## config.mk

```make
export PLATFORM = sky130hd
export DESIGN_NAME = scsc_codec
export DESIGN_NICKNAME = d
export VERILOG_FILES = /design/src/scsc_pkg.sv /design/src/scsc_codec.sv
export SDC_FILE = /design/constraint.sdc
export NUM_CORES = 1
export LEC_CHECK = 0
export BUFFER_PORTS_ARGS = -buffer_cell sky130_fd_sc_hd__buf_2
export CAP_MARGIN = 10
export CORE_AREA = 2 2 362 364
export DETAILED_ROUTE_END_ITERATION = 6
export DIE_AREA = 0 0 364 366
export SYNTH_ARGS = -nofsm -noshare
export SYNTH_HDL_FRONTEND = slang
export SYNTH_SLANG_ARGS = --single-unit
```

## constraint.sdc

```tcl
create_clock -name ref_clk -period 10.4 [get_ports ref_clk]
set_input_delay 2.08 -clock ref_clk [delete_from_list [all_inputs] [get_ports ref_clk]]
set_output_delay 2.08 -clock ref_clk [all_outputs]
set_load 0.03 [all_outputs]
```

## src/scsc_pkg.sv

```systemverilog
// shared constants, tables and carriers for the stealing-mode speech codec
package scsc_pkg;

    localparam int FRAME_BITS = 137;
    localparam int T2_BITS = 145;
    localparam int T3_BITS = 216;
    localparam int SLOT_BITS = 432;

    localparam int C0_BITS = 51;
    localparam int C1_BITS = 56;
    localparam int C2_BITS = 30;
    localparam int PAR_BITS = 4;
    localparam int TAIL_BITS = 4;
    localparam int C1_START = C0_BITS;
    localparam int C2_START = C0_BITS + C1_BITS;
    localparam int PAR_START = C2_START + C2_BITS;
    localparam int CODED_BITS = C1_BITS + C2_BITS + PAR_BITS + TAIL_BITS;

    localparam logic [3:0] CRC_INIT = 4'h0;
    localparam logic [3:0] CRC_POLY = 4'h3;

    localparam int MOTHER_N = 3;
    localparam logic [4:0] GEN [0:MOTHER_N-1] = '{5'h13, 5'h1d, 5'h17};

    localparam int P23_PERIOD = 6;
    localparam logic [5:0] P23_MASK = 6'h0b;
    localparam int P817_PERIOD = 24;
    localparam logic [23:0] P817_MASK = 24'h6db6df;

    // interleaver step, coprime with the block size
    localparam int ILV_STEP = 101;

    // speech-frame bit number (1-based) at each type-2 position
    localparam logic [7:0] PERM [0:FRAME_BITS-1] = '{
        8'h23, 8'h24, 8'h25, 8'h26, 8'h27, 8'h28, 8'h29, 8'h2a, 8'h2b, 8'h2f,
        8'h30, 8'h38, 8'h3d, 8'h3e, 8'h3f, 8'h40, 8'h41, 8'h42, 8'h43, 8'h44,
        8'h45, 8'h46, 8'h4a, 8'h4b, 8'h53, 8'h58, 8'h59, 8'h5a, 8'h5b, 8'h5c,
        8'h5d, 8'h5e, 8'h5f, 8'h60, 8'h61, 8'h65, 8'h66, 8'h6e, 8'h73, 8'h74,
        8'h75, 8'h76, 8'h77, 8'h78, 8'h79, 8'h7a, 8'h7b, 8'h7c, 8'h80, 8'h81,
        8'h89, 8'h3a, 8'h55, 8'h70, 8'h36, 8'h51, 8'h6c, 8'h87, 8'h32, 8'h4d,
        8'h68, 8'h83, 8'h2d, 8'h48, 8'h63, 8'h7e, 8'h37, 8'h52, 8'h6d, 8'h88,
        8'h05, 8'h0d, 8'h22, 8'h08, 8'h10, 8'h11, 8'h16, 8'h17, 8'h18, 8'h19,
        8'h1a, 8'h06, 8'h0e, 8'h07, 8'h0f, 8'h3c, 8'h57, 8'h72, 8'h2e, 8'h49,
        8'h64, 8'h7f, 8'h2c, 8'h47, 8'h62, 8'h7d, 8'h21, 8'h31, 8'h4c, 8'h67,
        8'h82, 8'h3b, 8'h56, 8'h71, 8'h39, 8'h54, 8'h6f, 8'h12, 8'h13, 8'h14,
        8'h15, 8'h1f, 8'h20, 8'h35, 8'h50, 8'h6b, 8'h86, 8'h01, 8'h02, 8'h03,
        8'h04, 8'h09, 8'h0a, 8'h0b, 8'h0c, 8'h1b, 8'h1c, 8'h1d, 8'h1e, 8'h34,
        8'h4f, 8'h6a, 8'h85, 8'h33, 8'h4e, 8'h69, 8'h84
    };

    typedef struct packed {
        logic stolen;
        logic [SLOT_BITS-1:0] bits;
    } scsc_rx_in_s;

    typedef struct packed {
        logic stolen;
        logic bad_frame_indicator;
        logic [FRAME_BITS-1:0] frame;
    } scsc_rx_out_s;

endpackage : scsc_pkg

```

## src/scsc_codec.sv

```systemverilog
// stealing-mode speech channel coder and decoder
`timescale 1ns/100ps

// Operation
// stolen slot: speech coded alone, output as one second-half block
// coder takes one 137-bit speech frame per block
// 4-bit crc with generator 1+X+X^4 over the 30 most sensitive bits
// type-2 block: 51 + 56 + 30 + 4 parity + 4 tail = 145 bits
// fixed frame-bit order from table, parity at positions 138 to 141
// only the two most sensitive classes are convolutionally coded
// medium class at rate 2/3, sensitive class plus parity and tail at 8/17
// coded block is 51 + 84 + 81 = 216 bits
// rate 2/3 stage reuses the normal-channel puncturing
// rate 2/3 keeps positions 1, 2, 4 of every 6
// rate 8/17 keeps 17 listed positions of every 24
// 216 coded bits interleaved as the stolen signalling channel
// receive block is deinterleaved first
// deinterleaved bits convolutionally decoded into classes and parity
// recomputed parity differs from received parity: bad frame flagged
// decoded classes delivered with the bad-frame flag per block
// one block at a time, strategy chosen by stealing flag with the block
// normal slot: 432-bit block holding two frames; here not decoded, one entry flagged bad with a zero frame
// stolen slot: 216-bit block holding one frame
// tail bits zero, crc register cleared at each frame
module scsc_codec (
    input wire logic ref_clk,
    input wire logic rst,
    input wire logic tx_in_valid,
    output logic tx_in_ready,
    input wire logic [scsc_pkg::FRAME_BITS-1:0] tx_in_frame,
    output logic tx_out_valid,
    input wire logic tx_out_ready,
    output logic [scsc_pkg::T3_BITS-1:0] tx_out_bits,
    input wire logic rx_in_valid,
    output logic rx_in_ready,
    input wire scsc_pkg::scsc_rx_in_s rx_in,
    output logic rx_out_valid,
    input wire logic rx_out_ready,
    output scsc_pkg::scsc_rx_out_s rx_out
);

    localparam int BUF_DEPTH = 2;

    // crc over the sensitive class of a type-2 block
    function automatic logic [3:0] crc_calc(input logic [scsc_pkg::T2_BITS-1:0] t2);
        logic [3:0] c;
        logic fb;
        c = scsc_pkg::CRC_INIT;
        for (int i = 0; i < scsc_pkg::C2_BITS; i++) begin
            fb = t2[scsc_pkg::C2_START + i] ^ c[3];
            c = {c[2:0], 1'b0} ^ (fb ? scsc_pkg::CRC_POLY : 4'h0);
        end
        return c;
    endfunction : crc_calc

    // puncturing decision for a mother-code position within a class
    function automatic logic keep_pos(input logic sens, input int pos);
        if (sens) begin
            keep_pos = scsc_pkg::P817_MASK[pos % scsc_pkg::P817_PERIOD];
        end else begin
            keep_pos = scsc_pkg::P23_MASK[pos % scsc_pkg::P23_PERIOD];
        end
    endfunction : keep_pos

    // interleaver address
    function automatic int ilv_addr(input int i);
        return (scsc_pkg::ILV_STEP * i) % scsc_pkg::T3_BITS;
    endfunction : ilv_addr

    // transmit chain: frame to 216 interleaved bits
    function automatic logic [scsc_pkg::T3_BITS-1:0] encode(
        input logic [scsc_pkg::FRAME_BITS-1:0] frame
    );
        logic [scsc_pkg::T2_BITS-1:0] t2;
        logic [scsc_pkg::T3_BITS-1:0] t3;
        logic [scsc_pkg::T3_BITS-1:0] t4;
        logic [3:0] par;
        logic [3:0] sh;
        logic sens;
        int o;
        int pos;
        t2 = '0;
        t3 = '0;
        t4 = '0;
        for (int p = 0; p < scsc_pkg::FRAME_BITS; p++) begin
            t2[p] = frame[int'(scsc_pkg::PERM[p]) - 1];
        end
        par = crc_calc(t2);
        for (int k = 0; k < scsc_pkg::PAR_BITS; k++) begin
            t2[scsc_pkg::PAR_START + k] = par[scsc_pkg::PAR_BITS - 1 - k];
        end
        for (int i = 0; i < scsc_pkg::C0_BITS; i++) begin
            t3[i] = t2[i];
        end
        o = scsc_pkg::C0_BITS;
        sh = '0;
        for (int i = 0; i < scsc_pkg::CODED_BITS; i++) begin
            sens = (i >= scsc_pkg::C1_BITS);
            for (int g = 0; g < scsc_pkg::MOTHER_N; g++) begin
                pos = (sens ? i - scsc_pkg::C1_BITS : i) * scsc_pkg::MOTHER_N + g;
                if (keep_pos(sens, pos)) begin
                    t3[o] = ^({sh, t2[scsc_pkg::C1_START + i]} & scsc_pkg::GEN[g]);
                    o++;
                end
            end
            sh = {sh[2:0], t2[scsc_pkg::C1_START + i]};
        end
        // o has reached 216 here
        for (int i = 0; i < scsc_pkg::T3_BITS; i++) begin
            t4[ilv_addr(i)] = t3[i];
        end
        return t4;
    endfunction : encode

    // receive chain for a stolen half slot: bad flag and frame
    function automatic logic [scsc_pkg::FRAME_BITS:0] decode(
        input logic [scsc_pkg::T3_BITS-1:0] r
    );
        logic [scsc_pkg::T3_BITS-1:0] t3;
        logic [scsc_pkg::T2_BITS-1:0] t2;
        logic [scsc_pkg::FRAME_BITS-1:0] frame;
        logic [3:0] par;
        logic [3:0] rpar;
        logic [3:0] sh;
        logic c1;
        logic u;
        logic sens;
        int o;
        int pos;
        t3 = '0;
        t2 = '0;
        frame = '0;
        rpar = '0;
        c1 = 1'b0;
        for (int i = 0; i < scsc_pkg::T3_BITS; i++) begin
            t3[i] = r[ilv_addr(i)];
        end
        for (int i = 0; i < scsc_pkg::C0_BITS; i++) begin
            t2[i] = t3[i];
        end
        o = scsc_pkg::C0_BITS;
        sh = '0;
        for (int i = 0; i < scsc_pkg::CODED_BITS; i++) begin
            sens = (i >= scsc_pkg::C1_BITS);
            for (int g = 0; g < scsc_pkg::MOTHER_N; g++) begin
                pos = (sens ? i - scsc_pkg::C1_BITS : i) * scsc_pkg::MOTHER_N + g;
                if (keep_pos(sens, pos)) begin
                    if (g == 0) begin
                        c1 = t3[o];
                    end
                    o++;
                end
            end
            // first generator output is never punctured: invert it
            u = c1 ^ (^(sh & scsc_pkg::GEN[0][4:1]));
            t2[scsc_pkg::C1_START + i] = u;
            sh = {sh[2:0], u};
        end
        for (int p = 0; p < scsc_pkg::FRAME_BITS; p++) begin
            frame[int'(scsc_pkg::PERM[p]) - 1] = t2[p];
        end
        for (int k = 0; k < scsc_pkg::PAR_BITS; k++) begin
            rpar[scsc_pkg::PAR_BITS - 1 - k] = t2[scsc_pkg::PAR_START + k];
        end
        par = crc_calc(t2);
        return {par != rpar, frame};
    endfunction : decode

    // transmit output stage
    logic tx_valid_ff;
    logic [scsc_pkg::T3_BITS-1:0] tx_bits_ff;
    logic tx_take;

    assign tx_in_ready = !tx_valid_ff || tx_out_ready;
    assign tx_take = tx_in_valid && tx_in_ready;
    assign tx_out_valid = tx_valid_ff;
    assign tx_out_bits = tx_bits_ff;

    always_ff @(posedge ref_clk) begin
        if (rst) begin
            tx_valid_ff <= 1'b0;
        end else if (tx_take) begin
            tx_valid_ff <= 1'b1;
        end else if (tx_out_ready) begin
            tx_valid_ff <= 1'b0;
        end
    end

    always_ff @(posedge ref_clk) begin
        if (rst) begin
            tx_bits_ff <= '0;
        end else if (tx_take) begin
            tx_bits_ff <= encode(tx_in_frame);
        end
    end

    // receive decode and two-entry output buffer
    scsc_pkg::scsc_rx_out_s buf_ff [0:BUF_DEPTH-1];
    logic wr_ptr_ff;
    logic rd_ptr_ff;
    logic [1:0] cnt_ff;
    logic rx_take;
    logic rx_give;
    logic [scsc_pkg::FRAME_BITS:0] dec;
    scsc_pkg::scsc_rx_out_s nxt_entry;

    assign rx_in_ready = (cnt_ff != 2'(BUF_DEPTH));
    assign rx_take = rx_in_valid && rx_in_ready;
    assign rx_out_valid = (cnt_ff != 2'h0);
    assign rx_give = rx_out_valid && rx_out_ready;
    assign rx_out = buf_ff[rd_ptr_ff];
    assign dec = decode(rx_in.bits[scsc_pkg::T3_BITS-1:0]);

    always_comb begin
        nxt_entry.stolen = rx_in.stolen;
        if (rx_in.stolen) begin
            nxt_entry.bad_frame_indicator = dec[scsc_pkg::FRAME_BITS];
            nxt_entry.frame = dec[scsc_pkg::FRAME_BITS-1:0];
        end else begin
            // full slot consumed whole; not decoded, flagged bad with a zero frame
            nxt_entry.bad_frame_indicator = 1'b1;
            nxt_entry.frame = '0;
        end
    end

    always_ff @(posedge ref_clk) begin
        if (rst) begin
            for (int i = 0; i < BUF_DEPTH; i++) begin
                buf_ff[i] <= '0;
            end
        end else if (rx_take) begin
            buf_ff[wr_ptr_ff] <= nxt_entry;
        end
    end

    always_ff @(posedge ref_clk) begin
        if (rst) begin
            wr_ptr_ff <= 1'b0;
            rd_ptr_ff <= 1'b0;
        end else begin
            if (rx_take) begin
                wr_ptr_ff <= !wr_ptr_ff;
            end
            if (rx_give) begin
                rd_ptr_ff <= !rd_ptr_ff;
            end
        end
    end

    always_ff @(posedge ref_clk) begin
        if (rst) begin
            cnt_ff <= 2'h0;
        end else if (rx_take && !rx_give) begin
            cnt_ff <= cnt_ff + 2'h1;
        end else if (rx_give && !rx_take) begin
            cnt_ff <= cnt_ff - 2'h1;
        end
    end

endmodule : scsc_codec

```

==> run summary <==
FF+latch count, synth = 498
Fraction of layout cells with a size suffix above 1 = 0.313
Residual DRC count = 0
Synth Area per Inst = 10.9 um2
First-pass iteration count of the detailed router = 5
Aggregate global-route resource usage = 0.139
Drt total wl = 96100 um
Post-CTS setup buffer count = 0
Leading area contributor after synthesis = edfxtp_1
Worst hold endpoint = tx_out_bits[99]
Initial antenna violation count = 20
Maximum root-to-sink buffer count = 3
Fin crit period = 7.90 ns
Clk pin slew, worst setup/hold paths = 0.06 ns
Post-CTS sizing = 0
Synth cell count leaders = xnor2_1 (517), nand2_1 (283), edfxtp_1 (278), nor2_1 (249), dfxtp_1 (220)
Setup crit end kind = flip-flop
Hold_sp = tx_out_bits[99]
DP Wirelength = 72700 um
RSZ-0062 raised after global routing = no
Register area share after synthesis = 0.486
Vias in the first global route = 19200
CTS Buf Count = 61
Cell with the most instances after synthesis = xnor2_1
Reg-to-reg endpoint = buf_ff[1][118]
Synth top area share = 0.318
Clock skew = 0.0614 ns
Largest net degree at the start of global routing = 197
Die Area = 133000 um2
Type of origin of the critical path = input pin
Worst setup path class = in -> reg
Crit path DAT = 8.27 ns
Detailed-route via count = 19000
Gpl congestion = 0.882
Required @ worst endpoint = 10.77 ns
Mapped Nets = 2982
Most frequent CP cell = xnor3_1
CP Max Fanout = 7
Die height = 366 um
Area post-placement = 31200 um2
Outcome = completed
Count of final hold-check violations = 0
Post-Synthesis Cell Area = 26200 um2
Post-synth EDFFs = 278
Largest cells by area after synthesis = edfxtp_1 (32%), xnor2_1 (17%), dfxtp_1 (17%)
Worst-Skew Late Latency = 0.69 ns
Hold Path Class = reg -> reg
Setup violations, final = 0
Root buffer cell = clkbuf_16
Worst reg2reg path startpoint = cnt_ff[0]
Worst path max stage delay = 0.67 ns
Initial drt markers = 1188
CTS tree = done
Filler cells = 13700
TNS Setup = 0 ns
Hold slack final = 0.448 ns
CP max stage cell = xor2_1
Drt wl/cell = 20.2 um
Fraction of registers with async set or reset after synthesis = 0
Period utilisation layout = 0.760
Port Buffer Count = 643
Final-report max-slew violation count = 0
Cells on worst reg2reg path = 5
Post-DRT Antenna Nets = 0
Gr ovfl total = 0
Worst hold path cell count = 2
Site row count = 132
First-pass GRT wire length = 135000 um
Reg2reg setup slack = 6.98 ns
Design area = 33200 um2
Core ar. = 129000 um2
Drt via density = 4.00
Max Cap Viol = 0
CTS H-tree lvls = 2
Yosys cell types = 36
Measured slew at the worst slew-check pin = 1.09 ns
Max_slew headroom = 0.272
Final nets = 3527
Layout overhead on the synthesized area = 26.7%
Die width = 364 um
Initial Utilization = 0.203
Crit. Startpoint = rx_in[214]
# clock sinks = 498
Syn Inst Count = 2405
Synth Flop Type = edfxtp_1
Yosys warnings = 0
Fmax = 127 MHz
Critical Path, Cell by Cell = buf_2 > xnor2_1 > xnor3_1 > xnor2_1 > xnor3_1 > xnor3_1 > xor2_1 > xnor3_2 > xor2_1 > xnor3_1 > xnor3_1 > xnor3_1 > mux2i_1 > a31oi_1
CTS Hold Buffers Added = 0
Io pins = 935
cell families (layout without fill, tap and decap cells):
| kind of cell | after synthesis | count (layout) | synth area share |
|---|---|---|---|
| compound gates | 220 | 220 | 0.0494 |
| xor+xnor | 710 | 710 | 0.272 |
| fa+ha+maj | 1 | 1 | 0.000477 |
| buf+inv | 183 | 777 | 0.0268 |
| flops | 498 | 498 | 0.486 |
| mux | 141 | 141 | 0.0604 |
| other cells | 0 | 13 | 0 |
| simple gates | 652 | 652 | 0.105 |
metrics by stage:
stage          worst slack (ns)   util  std cells
6_report                   2.50  0.258       4754
5_1_grt                    2.31  0.257       4744
4_1_cts                    2.50  0.257       4741
3_5_place_dp               1.78  0.242       4629
3_3_place_gp               1.79  0.242       4629
2_1_floorplan              1.13      -       2405
critical path, delay by kind of cell:
family	cells	cell delay (ns)
XOR/XNOR	11	5.39
buffers and inverters	1	0.14
AO/OA/AOI/OAI	1	0.15
multiplexers	1	0.48
flip-flops by register name, summed over array words and instances (netlist names), named ones only:
signal        count
cnt_ff            2
tx_out_valid      1
tx_out_bits     214
rd_ptr_ff         1
wr_ptr_ff         1
buf_ff          278
cells in the final DEF, fill, tap and decap left out, types with 4 or more instances in the layout:
cell type and count:
xnor2_1 517, xnor3_2 14, xor2_1 126, clkinv_1 10, clkbuf_16 63, or2_2 4, and2_1 110, a21oi_1 143
buf_2 642, clkbuf_8 6, xnor3_1 24, edfxtp_1 278, nand2_1 282, nor2_1 249, clkbuf_1 11, diode_2 13
mux2_2 139, dfxtp_1 219, xor3_1 7, buf_4 15, a211oi_1 72, bufinv_16 4, xnor2_2 9, xnor3_4 8
final cells by class:
class / count / area, um2 / share of cell area
antenna: 13 / 32.5 / 0.000979
clock buffer: 81 / 1710 / 0.0514
sequential: 498 / 12800 / 0.384
multi-input combinational: 1724 / 12800 / 0.386
inverter: 5 / 18.8 / 0.000565
clock inverter: 31 / 342 / 0.0103
tap: 1742 / 2180 / 0.0656
timing repair buffer: 660 / 3380 / 0.102
worst max-delay path by stage:
| stage | to | depth (start not counted) |
|---|---|---|
| floorplan | buf_ff[0][0] | 2 |
| global placement | buf_ff[0][137] | 14 |
| detailed placement | buf_ff[0][137] | 14 |
| CTS | buf_ff[0][137] | 14 |
| global route | buf_ff[0][137] | 14 |
| finish | buf_ff[1][137] | 14 |
metal layers:
metal	wire [um]	GRT usage	part of all wire	up-vias
li1	-	-	-	9030
met1	38600	0.166	0.40	9162
met2	44200	0.229	0.46	657
met3	9770	0.0534	0.10	145
met4	3400	0.0456	0.035	18
met5	115	0	0.0012	-
Power is not shown: default switching activity piles up to over one toggle a cycle in this logic, so the estimate is an artifact.
